==> config.mk <==
export PLATFORM = sky130hd
export DESIGN_NAME = tei_error_inject
export DESIGN_NICKNAME = d
export VERILOG_FILES = /design/src/common/tei_pkg.sv /design/src/core/tei_counter.sv /design/src/core/tei_error_inject.sv
export SDC_FILE = /design/constraint.sdc
export NUM_CORES = 1
export LEC_CHECK = 0
export ABC_CLOCK_PERIOD_IN_PS = 4000
export BUFFER_PORTS_ARGS = -buffer_cell sky130_fd_sc_hd__buf_2
export CAP_MARGIN = 15
export CORE_MARGIN = 5
export CORE_UTILIZATION = 40
export CTS_CLUSTER_DIAMETER = 150
export DETAILED_ROUTE_END_ITERATION = 8
export SYNTH_ARGS = -nofsm -noshare
export SYNTH_HDL_FRONTEND = slang
export SYNTH_HIERARCHICAL = 1
export SYNTH_SLANG_ARGS = --single-unit
==> constraint.sdc <==
create_clock -name clk -period 4 [get_ports clk]
set_input_delay 0.4 -clock clk [delete_from_list [all_inputs] [get_ports clk]]
set_output_delay 0.4 -clock clk [all_outputs]
set_load 0.05 [all_outputs]
==> src/common/tei_pkg.sv <==
package tei_pkg;

  // ==========================================================================
  // Register map.
  localparam logic [7:0] REG_CTRL       = 8'h00;
  localparam logic [7:0] REG_ERR_COUNT  = 8'h04;
  localparam logic [7:0] REG_STATUS     = 8'h08;
  localparam logic [7:0] REG_INT_STAT   = 8'h0c;
  localparam logic [7:0] REG_INT_MASK   = 8'h10;
  localparam logic [7:0] REG_CNT_DATA   = 8'h14;
  localparam logic [7:0] REG_CNT_BIPOL  = 8'h18;
  localparam logic [7:0] REG_CNT_FRAME  = 8'h1c;
  localparam logic [7:0] REG_CNT_CRC    = 8'h20;
  localparam logic [7:0] REG_CNT_ALIGN  = 8'h24;
  localparam logic [7:0] REG_TRIGGER    = 8'h28;

  // ==========================================================================
  // Control register fields.
  localparam int CTRL_RATE_LSB   = 0;
  localparam int CTRL_LOCN_LSB   = 4;
  localparam int CTRL_INTERNAL   = 6;
  localparam int CTRL_MEAS       = 7;
  localparam int CTRL_MONLOOP    = 8;
  localparam int CTRL_FRAMED     = 9;

  // ==========================================================================
  // Reset values and limits.
  localparam logic [31:0] CTRL_RST       = 32'h0000_0000;
  localparam logic [10:0] ERR_COUNT_MAX  = 11'h608;
  localparam logic [31:0] CNT_MAX        = 32'h05f5_e0ff;
  localparam logic [31:0] CNT_BLANK      = 32'hffff_ffff;
  localparam logic [2:0]  RESP_OKAY      = 3'h0;
  localparam logic [1:0]  AXI_OKAY       = 2'h0;
  localparam logic [1:0]  AXI_SLVERR     = 2'h2;

  // ==========================================================================
  // Rate periods in bits.
  localparam logic [23:0] PER_1E3 = 24'h0003e8;
  localparam logic [23:0] PER_1E4 = 24'h002710;
  localparam logic [23:0] PER_1E5 = 24'h0186a0;
  localparam logic [23:0] PER_1E6 = 24'h0f4240;
  localparam logic [23:0] PER_1E7 = 24'h989680;

  typedef enum logic [2:0] {
    TEI_RATE_OFF = 3'b000,
    TEI_RATE_1E3 = 3'b001,
    TEI_RATE_1E4 = 3'b010,
    TEI_RATE_1E5 = 3'b011,
    TEI_RATE_1E6 = 3'b100,
    TEI_RATE_1E7 = 3'b101
  } tei_rate_t;

  typedef enum logic [1:0] {
    TEI_LOC_NONE    = 2'b00,
    TEI_LOC_PAYLOAD = 2'b01,
    TEI_LOC_FRAMING = 2'b10
  } tei_locn_t;

  typedef enum logic [1:0] {
    TEI_MS_STOP    = 2'b00,
    TEI_MS_WAIT    = 2'b01,
    TEI_MS_RUNNING = 2'b10
  } tei_meas_t;

  // Per-bit line events from the receive framer.
  typedef struct packed {
    logic bit_valid;
    logic data_err;
    logic bipolar_violation;
    logic frame_err;
    logic crc_err;
    logic frame_alignment_change;
    logic frame_sync;
    logic pattern_sync;
    logic remote_alarm;
  } tei_line_t;

  // Injection strobes toward the transmitter.
  typedef struct packed {
    logic payload_err;
    logic framing_bit_error_target;
  } tei_inj_t;

  function automatic logic [23:0] tei_rate_period(input tei_rate_t r);
    case (r)
      TEI_RATE_1E3: tei_rate_period = PER_1E3;
      TEI_RATE_1E4: tei_rate_period = PER_1E4;
      TEI_RATE_1E5: tei_rate_period = PER_1E5;
      TEI_RATE_1E6: tei_rate_period = PER_1E6;
      default:      tei_rate_period = PER_1E7;
    endcase
  endfunction : tei_rate_period

endpackage : tei_pkg

==> src/core/tei_counter.sv <==
`timescale 1ns/1ps
module tei_counter
  import tei_pkg::*;
(
  // Clock and reset.
  input  wire  logic        clk,
  input  wire  logic        sys_rst,
  // Control.
  input  wire  logic        clear,
  input  wire  logic        inc,
  // Count.
  output logic [31:0]       count
);

  typedef struct packed {
    logic [31:0] cnt;
  } tei_cnt_state_t;

  tei_cnt_state_t cur_ff;
  tei_cnt_state_t nxt_cur;

  always_comb begin
    nxt_cur = cur_ff;
    if (clear) begin
      nxt_cur.cnt = 32'h0000_0000;
    end else if (inc && cur_ff.cnt != CNT_MAX) begin
      nxt_cur.cnt = cur_ff.cnt + 32'h0000_0001;
    end
  end

  always_ff @(posedge clk) begin
    if (sys_rst) begin
      cur_ff <= '0;
    end else begin
      cur_ff <= nxt_cur;
    end
  end

  assign count = cur_ff.cnt;
endmodule : tei_counter

==> src/core/tei_error_inject.sv <==
// Summary of operation
// Software sets an error count from 0 to 1544 per insertion.
// Each trigger write sends exactly the configured number of errors again; a trigger in a cycle that counts a pending error down is ignored.
// Count and rate insertion never run together; a nonzero count blocks the rate.
// Rate injection runs at one error per 1E3 to 1E7 bits, or is off by default.
// Software picks payload or framing target whenever count or rate is set.
// Payload target corrupts payload bits, framing target corrupts framing bits.
// No-target location means count zero and rate off, and is the default.
// Five eight-digit counters for data, bipolar, frame, CRC and alignment changes.
// Frame sync, pattern sync and remote alarm flags track line status.
// Counters show values only while a measurement runs, else read blank.
// Injection settings act only while line coding is internal.
// In monitor or loop modes only frame sync starts; data errors blank until pattern sync.
// A start waits for pattern sync, and frame sync when framed, before counting.
// Counters clear at each start and saturate instead of wrapping.
//
// Design decisions made here: the register addresses and the AXI4-Lite register port.
`timescale 1ns/1ps
module tei_error_inject
  import tei_pkg::*;
(
  // Clock and reset.
  input  wire  logic        clk,
  input  wire  logic        sys_rst,
  // AXI4-Lite write channels.
  input  wire  logic [7:0]  s_axi_awaddr,
  input  wire  logic        s_axi_awvalid,
  output logic              s_axi_awready,
  input  wire  logic [31:0] s_axi_wdata,
  input  wire  logic [3:0]  s_axi_wstrb,
  input  wire  logic        s_axi_wvalid,
  output logic              s_axi_wready,
  output logic [1:0]        s_axi_bresp,
  output logic              s_axi_bvalid,
  input  wire  logic        s_axi_bready,
  // AXI4-Lite read channels.
  input  wire  logic [7:0]  s_axi_araddr,
  input  wire  logic        s_axi_arvalid,
  output logic              s_axi_arready,
  output logic [31:0]       s_axi_rdata,
  output logic [1:0]        s_axi_rresp,
  output logic              s_axi_rvalid,
  input  wire  logic        s_axi_rready,
  // Line side.
  input  wire  tei_line_t   line_in,
  output tei_inj_t          inj_out,
  output logic              remote_alarm_flag,
  // Interrupt.
  output logic              irq
);

  // ==========================================================================
  // State.
  typedef struct packed {
    tei_line_t   ln1;
    tei_line_t   ln2;
    logic        awv;
    logic [7:0]  awa;
    logic        wv;
    logic [31:0] wd;
    logic [3:0]  ws;
    logic        bv;
    logic [1:0]  br;
    logic        rv;
    logic [31:0] rd;
    logic [1:0]  rr;
    logic [31:0] ctrl;
    logic [10:0] err_count;
    logic [10:0] remain;
    logic [23:0] rate_cnt;
    tei_meas_t   meas;
    logic [4:0]  ist;
    logic [4:0]  imask;
    tei_inj_t    inj;
    logic        irq;
    logic        awrdy;
    logic        wrdy;
    logic        arrdy;
  } tei_state_t;

  tei_state_t cur_ff;
  tei_state_t nxt_cur;

  logic [31:0] cnt_val [5];
  logic [4:0]  cnt_inc;
  logic        cnt_clr;
  tei_rate_t   rate;
  tei_locn_t   locn;
  logic        internal;
  logic        sync_ok;
  logic        running;
  logic        inj_en;
  logic        do_wr_any;

  assign rate     = tei_rate_t'(cur_ff.ctrl[CTRL_RATE_LSB +: 3]);
  assign locn     = tei_locn_t'(cur_ff.ctrl[CTRL_LOCN_LSB +: 2]);
  assign internal = cur_ff.ctrl[CTRL_INTERNAL];
  assign running  = cur_ff.meas == TEI_MS_RUNNING;
  assign sync_ok  = cur_ff.ctrl[CTRL_MONLOOP] ? cur_ff.ln2.frame_sync
                  : (cur_ff.ln2.pattern_sync
                     && (!cur_ff.ctrl[CTRL_FRAMED] || cur_ff.ln2.frame_sync));
  assign cnt_clr  = cur_ff.meas == TEI_MS_WAIT;
  assign inj_en   = internal && cur_ff.ln2.bit_valid && locn != TEI_LOC_NONE;
  assign do_wr_any = cur_ff.awv && cur_ff.wv && !cur_ff.bv;
  assign cnt_inc  = {5{running && cur_ff.ln2.bit_valid}}
                  & {cur_ff.ln2.frame_alignment_change, cur_ff.ln2.crc_err,
                     cur_ff.ln2.frame_err, cur_ff.ln2.bipolar_violation,
                     cur_ff.ln2.data_err && cur_ff.ln2.pattern_sync};

  // ==========================================================================
  // Error counters.
  genvar gi;
  generate
    for (gi = 0; gi < 5; gi++) begin : g_cnt
      tei_counter u_cnt (
        .clk     (clk),
        .sys_rst (sys_rst),
        .clear   (cnt_clr),
        .inc     (cnt_inc[gi]),
        .count   (cnt_val[gi])
      );
    end
  endgenerate

  function automatic logic [31:0] blank_or(input logic show, input logic [31:0] v);
    blank_or = show ? v : CNT_BLANK;
  endfunction : blank_or

  // ==========================================================================
  // Next state.
  always_comb begin
    logic [31:0] rdv;
    logic        hit;
    logic [4:0]  ev;
    rdv     = 32'h0000_0000;
    hit     = 1'b1;
    ev      = 5'h00;
    nxt_cur = cur_ff;
    nxt_cur.ln1 = line_in;
    nxt_cur.ln2 = cur_ff.ln1;
    nxt_cur.inj = '0;

    if (s_axi_awvalid && s_axi_awready) begin
      nxt_cur.awv = 1'b1;
      nxt_cur.awa = s_axi_awaddr;
    end
    if (s_axi_wvalid && s_axi_wready) begin
      nxt_cur.wv = 1'b1;
      nxt_cur.wd = s_axi_wdata;
      nxt_cur.ws = s_axi_wstrb;
    end
    if (s_axi_bvalid && s_axi_bready) begin
      nxt_cur.bv = 1'b0;
    end
    if (s_axi_rvalid && s_axi_rready) begin
      nxt_cur.rv = 1'b0;
    end

    if (do_wr_any) begin
      nxt_cur.awv = 1'b0;
      nxt_cur.wv  = 1'b0;
      nxt_cur.bv  = 1'b1;
      nxt_cur.br  = AXI_OKAY;
      if (cur_ff.awa == REG_CTRL) begin
        nxt_cur.ctrl = cur_ff.wd & 32'h0000_03f7;
        if (cur_ff.wd[CTRL_MEAS +: 1] == 1'b0) begin
          nxt_cur.meas = TEI_MS_STOP;
        end else if (cur_ff.meas == TEI_MS_STOP) begin
          nxt_cur.meas = TEI_MS_WAIT;
        end
      end else if (cur_ff.awa == REG_ERR_COUNT) begin
        if (cur_ff.wd <= {21'h000000, ERR_COUNT_MAX}) begin
          nxt_cur.err_count = cur_ff.wd[10:0];
        end else begin
          nxt_cur.br = AXI_SLVERR;
        end
      end else if (cur_ff.awa == REG_TRIGGER) begin
        nxt_cur.remain = cur_ff.err_count;
      end else if (cur_ff.awa == REG_INT_STAT) begin
        nxt_cur.ist = cur_ff.ist & ~cur_ff.wd[4:0];
      end else if (cur_ff.awa == REG_INT_MASK) begin
        nxt_cur.imask = cur_ff.wd[4:0];
      end else begin
        nxt_cur.br = AXI_SLVERR;
      end
    end

    if (s_axi_arvalid && s_axi_arready) begin
      nxt_cur.rv = 1'b1;
      if (s_axi_araddr == REG_CTRL) begin
        rdv = cur_ff.ctrl;
      end else if (s_axi_araddr == REG_ERR_COUNT) begin
        rdv = {21'h000000, cur_ff.err_count};
      end else if (s_axi_araddr == REG_STATUS) begin
        rdv = {27'h0000000, cur_ff.meas, cur_ff.ln2.remote_alarm,
               cur_ff.ln2.pattern_sync, cur_ff.ln2.frame_sync};
      end else if (s_axi_araddr == REG_INT_STAT) begin
        rdv = {27'h0000000, cur_ff.ist};
      end else if (s_axi_araddr == REG_INT_MASK) begin
        rdv = {27'h0000000, cur_ff.imask};
      end else if (s_axi_araddr == REG_CNT_DATA) begin
        rdv = blank_or(running && cur_ff.ln2.pattern_sync, cnt_val[0]);
      end else if (s_axi_araddr == REG_CNT_BIPOL) begin
        rdv = blank_or(running, cnt_val[1]);
      end else if (s_axi_araddr == REG_CNT_FRAME) begin
        rdv = blank_or(running, cnt_val[2]);
      end else if (s_axi_araddr == REG_CNT_CRC) begin
        rdv = blank_or(running, cnt_val[3]);
      end else if (s_axi_araddr == REG_CNT_ALIGN) begin
        rdv = blank_or(running, cnt_val[4]);
      end else begin
        hit = 1'b0;
      end
      nxt_cur.rd = rdv;
      nxt_cur.rr = hit ? AXI_OKAY : AXI_SLVERR;
    end

    if (cur_ff.meas == TEI_MS_WAIT && sync_ok) begin
      nxt_cur.meas = TEI_MS_RUNNING;
    end

    // Injection: count first; rate only when no count is pending or set.
    if (!internal || locn == TEI_LOC_NONE) begin
      nxt_cur.remain = 11'h000;
    end else if (inj_en && cur_ff.remain != 11'h000) begin
      nxt_cur.remain = cur_ff.remain - 11'h001;
      nxt_cur.inj.payload_err              = locn == TEI_LOC_PAYLOAD;
      nxt_cur.inj.framing_bit_error_target = locn == TEI_LOC_FRAMING;
    end
    if (rate == TEI_RATE_OFF || cur_ff.err_count != 11'h000 || cur_ff.remain != 11'h000
        || !inj_en) begin
      if (rate == TEI_RATE_OFF || cur_ff.err_count != 11'h000 || cur_ff.remain != 11'h000) begin
        nxt_cur.rate_cnt = 24'h000000;
      end
    end else if (cur_ff.rate_cnt + 24'h000001 >= tei_rate_period(rate)) begin
      nxt_cur.rate_cnt = 24'h000000;
      nxt_cur.inj.payload_err              = locn == TEI_LOC_PAYLOAD;
      nxt_cur.inj.framing_bit_error_target = locn == TEI_LOC_FRAMING;
    end else begin
      nxt_cur.rate_cnt = cur_ff.rate_cnt + 24'h000001;
    end

    ev = {cur_ff.ln2.remote_alarm && !cur_ff.ln1.remote_alarm ? 1'b0
            : (cur_ff.ln1.remote_alarm && !cur_ff.ln2.remote_alarm),
          cur_ff.ln1.pattern_sync && !cur_ff.ln2.pattern_sync,
          cur_ff.ln1.frame_sync && !cur_ff.ln2.frame_sync,
          cur_ff.meas == TEI_MS_WAIT && sync_ok,
          cur_ff.remain == 11'h001 && inj_en};
    nxt_cur.ist = nxt_cur.ist | ev;
    nxt_cur.irq = |(nxt_cur.ist & nxt_cur.imask);
    nxt_cur.awrdy = !nxt_cur.awv && !nxt_cur.bv;
    nxt_cur.wrdy  = !nxt_cur.wv && !nxt_cur.bv;
    nxt_cur.arrdy = !nxt_cur.rv;
  end

  always_ff @(posedge clk) begin
    if (sys_rst) begin
      cur_ff      <= '0;
      cur_ff.ctrl <= CTRL_RST;
    end else begin
      cur_ff <= nxt_cur;
    end
  end

  // ==========================================================================
  // Outputs.
  assign s_axi_awready     = cur_ff.awrdy;
  assign s_axi_wready      = cur_ff.wrdy;
  assign s_axi_bvalid      = cur_ff.bv;
  assign s_axi_bresp       = cur_ff.br;
  assign s_axi_arready     = cur_ff.arrdy;
  assign s_axi_rvalid      = cur_ff.rv;
  assign s_axi_rdata       = cur_ff.rd;
  assign s_axi_rresp       = cur_ff.rr;
  assign inj_out           = cur_ff.inj;
  assign remote_alarm_flag = cur_ff.ln2.remote_alarm;
  assign irq               = cur_ff.irq;
endmodule : tei_error_inject

; Word level (Yosys, flattened, before mapping)
; Cells that the tools add are included.
[word_totals]
input_bits = 68
mem_bits_ro = 0
output_inout_bits = 45
mem_count = 0
word_cells = 227
ramBits = 0
latchBits = 0
register_bits = 335
[classes]
addsub = 7
div = 0
muxes = 68
multipliers = 0
eq_ne = 32
n_lt_le_gt_ge = 2
n_shift = 0
n_reduce_logical = 65
n_bitwise = 6
[ops]
columns = operator, count
row1 = 2-to-1 mux 32 bit, 15
row2 = adder 32 x 1 -> 32 bit (second input constant), 5
row3 = inequality test 32 x 27 -> 1 bit (second input constant), 5
row4 = 2-to-1 mux 24 bit, 4
row5 = case mux 24 bit (4 select lines), 1
row6 = 2-to-1 mux 11 bit, 5
row7 = == test 8 x 5 -> 1 bit (second input constant), 5
row8 = 2-to-1 mux 37 bit, 1
row9 = 2-to-1 mux 35 bit, 1
row10 = less-or-equal comparator 32 x 11 -> 1 bit (second input constant), 1
row11 = 2-to-1 mux 10 bit, 3
row12 = 2-to-1 mux 2 bit, 15
row13 = logical AND 1 bit, 27
row14 = adder 24 x 1 -> 24 bit (second input constant), 1
row15 = == test 8 x 4 -> 1 bit (second input constant), 3
row16 = == test 8 x 6 -> 1 bit (second input constant), 3
row17 = greater-or-equal comparator 24 bit, 1
row18 = nonzero test 11 bit, 2
row19 = 2-to-1 mux 1 bit, 17
row20 = == test 8 x 3 -> 1 bit (second input constant), 2
row21 = logical NOT 8 bit, 2
row22 = bitwise AND 5 bit, 3
row23 = 2-to-1 mux 5 bit, 3
row24 = logical NOT 1 bit, 12
row25 = 25 further kinds, 43

; Longest topological paths before layout
[logic_depth]
depth_word = 15
mapped_depth = 15
depth_no_buf = 14

; Cells and area by module
; The synthesis kept the hierarchy.
[by_module_without_submodules]
columns = module, cells_each, area_each_um2, seq_area_each_um2, instances
row1 = tei_error_inject, 1233, 9301.4, 3383.2, 1
row2 = tei_counter, 190, 1759.2, 640.6, 5

; Worst setup path before layout
; No wires, ideal clock.
[synth_path]
path_kind = register to register
startpoint = register cur_ff[18] (netlist name)
endpoint = register cur_ff, in the netlist inj_out[0]
path_slack_ns = 0.632
stages_incl_launch_ff = 13
t_arrival_ns = 3.253
n_path_buf = 0
synth_period_minus_slack_ns = 3.368
path_cell_list = dfxtp_1 > ha_1 > nand4_1 > or4_1 > and2_1 > or2_2 > ha_1 > nand3_1 > nor4_1 > a41oi_1 > o211a_1 > nand2b_1 > a2111oi_0
[synth_via]
elab_chain_len = 4
[synth_lines]
columns = item, line
row1 = from (decl), tei_error_inject.sv:81  ; tei_state_t cur_ff;
row2 = from (signal assigned), tei_error_inject.sv:261  ; cur_ff <= nxt_cur;
row3 = adder 24 x 1 -> 24 bit, tei_error_inject.sv:235  ; end else if (cur_ff.rate_cnt + 24'h000001 >= tei_rate_period(rate)) begin
row4 = greater-or-equal comparator 24 bit, tei_error_inject.sv:235
row5 = 2-to-1 mux 2 bit, tei_error_inject.sv:235
row6 = 2-to-1 mux 2 bit, tei_error_inject.sv:230  ; if (rate == TEI_RATE_OFF || cur_ff.err_count != 11'h000 || cur_ff.remain != 11'h000
; Every way passes these cells.
; A chain may end at the register's enable or synchronous reset.

; Final worst setup path
; Same ends and word-level chain as after synthesis.

==> out/metrics.cfg <==
[clock_tree]
clkSlewWorstSetupHoldPaths_ps=60
cts_made_buffers=40
worst_skew_pair_latency_ps=570
clock_tree.htree_level_count=2
postCtsSetupRepairBufs=0
tritoncts=done
cts.sink_count=329
cts_root_buf=sky130_fd_sc_hd__clkbuf_16
cts.path.max_buffers=3

[timing]
setup_repair_after_global_routing_missed_its_margin=no
timing.final.crit_period_ps=3775
worst_hold_slack_ps=70.40
maxClockFrequency_mhz=264.9
totalNegativeSetupSlack_ps=0
post-route-period-util=0.9439
worst-slew-pin-transition_ps=1130
slew_headroom=0.2464
final.setup_skew_ps=26.79
timing_max_transition_violations_final=0
setup-violations-final=0
hold_viol=0

[worst_hold_path]
hold_path_end=cur_ff[158]
worstHoldPathCells=3
class_of_the_tightest_hold_or_removal_check=in2reg
min-delay-start=s_axi_wdata[20]

[grt]
grt_pass1_vias=15319
grt_pass1_wl_um=82950
globalRoute.totalOverflow=0
grt_start_max_net_pins=100
global_route.usage.total=0.2008
antenna_found_initial=1

[power_and_ir_drop]
vdd.ir_drop.worst_uv=315.0
power_leakage_nw=6.799
totalPowerFinal_w=0.007401
power-per-cell-area_nw_per_um2=370.6

[floorplan]
die_width_um=222.7
core.rowCount=78
floorplan.initialDensity=0.4014
die_y_um=222.7
die_footprint_um2=49600
io_pins=113
fp.coreArea_um2=45090

[critical_path]
r2r-end=inj_out[0]
worst_path_dominant_cell_family=simple AND/OR/NAND/NOR gates
worstPathRequired_ps=4440
crit_slowest_cell=sky130_fd_sc_hd__or4_1
cp_slowest_stage_delay_ps=560
r2r-start=cur_ff[18]
criticalPathCategory=reg2reg
timing.critical_path.from_type=flip-flop
worst-endpoint-arrival_ps=4210
reg2reg_setup_slack_ps=220
timing.critical_path.cells=ha_2 > nand4_1 > or4_1 > and2_1 > or2_2 > ha_1 > nand3_1 > nor4_2 > a41oi_1 > o211a_2 > nand2b_1 > a2111oi_0
worst_path_buf_inv=0
worstSetupEndpointType=flip-flop
cp_max_fo=8
reg2regPathDepth=12

[final_layout]
layout.cells.most_common_list=329 x sky130_fd_sc_hd__dfxtp_1, 306 x sky130_fd_sc_hd__nand2_1, 208 x sky130_fd_sc_hd__nor2_1
final_layout_size_suffix_gt1_frac=0.1864
antenna-diode-count=0
area.growth.synth_to_final_pct=10.36
fin_nets=2294
layout.cells.most_common=sky130_fd_sc_hd__dfxtp_1
post-route-util=0.4429

[run_status]
outcome=complete, no violations

[detailed_routing]
wire_per_inst_um=18.23
drt-total-wl_um=51630
antenna_nets_post_route=0
via_count_normalized_by_instance_count=5.703
num_vias=16152
drtPass1Iterations=6
drt-initial-drc-count=1343
drcViolationCount=0

[logic_synthesis]
synth_seq_area_share=0.3639
dominantRegCellSynth=sky130_fd_sc_hd__dfxtp_1
yosys.area.top_type=sky130_fd_sc_hd__dfxtp_1
synth_warnings=6
netlist.area_leader.share=0.3639
synth_async_sr_flop_share=0
synthesis.area_um2=18100
post_synth_inst_count=2183
synthDistinctLibCells=88
synth-seq-cells=329
synthTopCellsByArea=sky130_fd_sc_hd__dfxtp_1 36%, sky130_fd_sc_hd__nand2_1 6.3%, sky130_fd_sc_hd__a21oi_1 4.3%
synth-edff-count=0
avgSynthCellArea_um2=8.290

[place]
hpwl_after_detailed_placement_um=36890
count_of_input_and_output_buffers=106
finalWeightedCongestion=0.8855

[run]
maxCapViolCount=0

[worst max-delay path by stage]
stage | start | to | slack [ps] | cells past startpoint
floorplan | cur_ff[18] | inj_out[0] | 630 | 12
global placement | cur_ff[30] | inj_out[0] | 250 | 12
detailed placement | cur_ff[18] | inj_out[0] | 60 | 12
CTS | cur_ff[18] | inj_out[0] | 40 | 12
global route | cur_ff[18] | inj_out[0] | 20 | 12
finish | cur_ff[18] | inj_out[0] | 220 | 12
[worst min-delay path: cells and delay by family]
kind	cells	cell delay [ps]
buf+inv	1	90
simple gates	1	50
compound gates	1	50
[logic make-up (layout without fill, tap and decap cells)]
family | count (synthesis) | count (layout) | synth area share
buf+inv | 181 | 229 | 0.05973
fa+ha+maj | 25 | 25 | 0.01728
simple gates | 1026 | 1026 | 0.3171
xor+xnor | 94 | 94 | 0.04757
mux | 26 | 26 | 0.01452
flops | 329 | 329 | 0.3639
other cells | 1 | 2 | 0.0002072
compound gates | 501 | 501 | 0.1796
[Yosys cell counts (all sizes together), types with 10 or more instances]
master  instances
and4           38
o31ai          17
a31oi          44
nand4          68
xnor2          81
or4            20
or3            67
and3           25
clkbuf         81
buf            67
nor3           56
mux2i          24
a21oi         193
or2            10
a211o          27
nand3          82
nor4b          11
nor4           52
nand2         306
o22ai          30
dfxtp         329
inv            27
nor2b          28
ha             25
xor2           13
o21ai         131
nor2          209
and2           30
[registers in the layout, summed over array words and instances (netlist names)]
name and flops:
s_axi_rvalid 1, g_cnt.u_cnt/count 160, s_axi_rresp 1, remote_alarm_flag 1, s_axi_bvalid 1, s_axi_awready 1
s_axi_arready 1, cur_ff 126, inj_out 2, irq 1, s_axi_wready 1, s_axi_bresp 1
s_axi_rdata 32
[per-stage QoR]
| stage | worst slack [ps] | instance area, um^2 | instances |
|---|---|---|---|
| finish | 224.6 | 19970 | 2832 |
| global route | 23.96 | 19970 | 2832 |
| CTS | 36.71 | 19950 | 2831 |
| detailed placement | 61.94 | 18580 | 2758 |
| global placement | 254.5 | 18580 | 2758 |
| floorplan | 632.4 | 18100 | 2184 |
[layout make-up]
cell class,count,area (um^2)
timing repair buffer,129,725.7
inverter,27,101.3
clock buffer,57,1186
multi-input combinational,1674,10440
tap,600,750.7
sequential,329,6586
fill,4534,25120
clock inverter,16,177.7
[routing by layer]
metal / GRT usage / up-vias / share of wire
li1: - / 7915 / -
met1: 0.2749 / 7663 / 0.45
met2: 0.3132 / 460 / 0.45
met3: 0.03461 / 112 / 0.057
met4: 0.08478 / 2 / 0.041
met5: 0 / - / 0.00025
[where the power goes]
part           switching (W)  leakage (nW)  internal (W)
combinational       0.000218          3.47     0.0000846
clock                0.00148         0.668       0.00227
sequential         0.0000347          2.66       0.00332
[what timing repair did]
item	CTS	global route
resized for setup	0	4
hold buffers	0	0
setup endpoints to repair	0	2
Power figures use the tool's default switching activity.
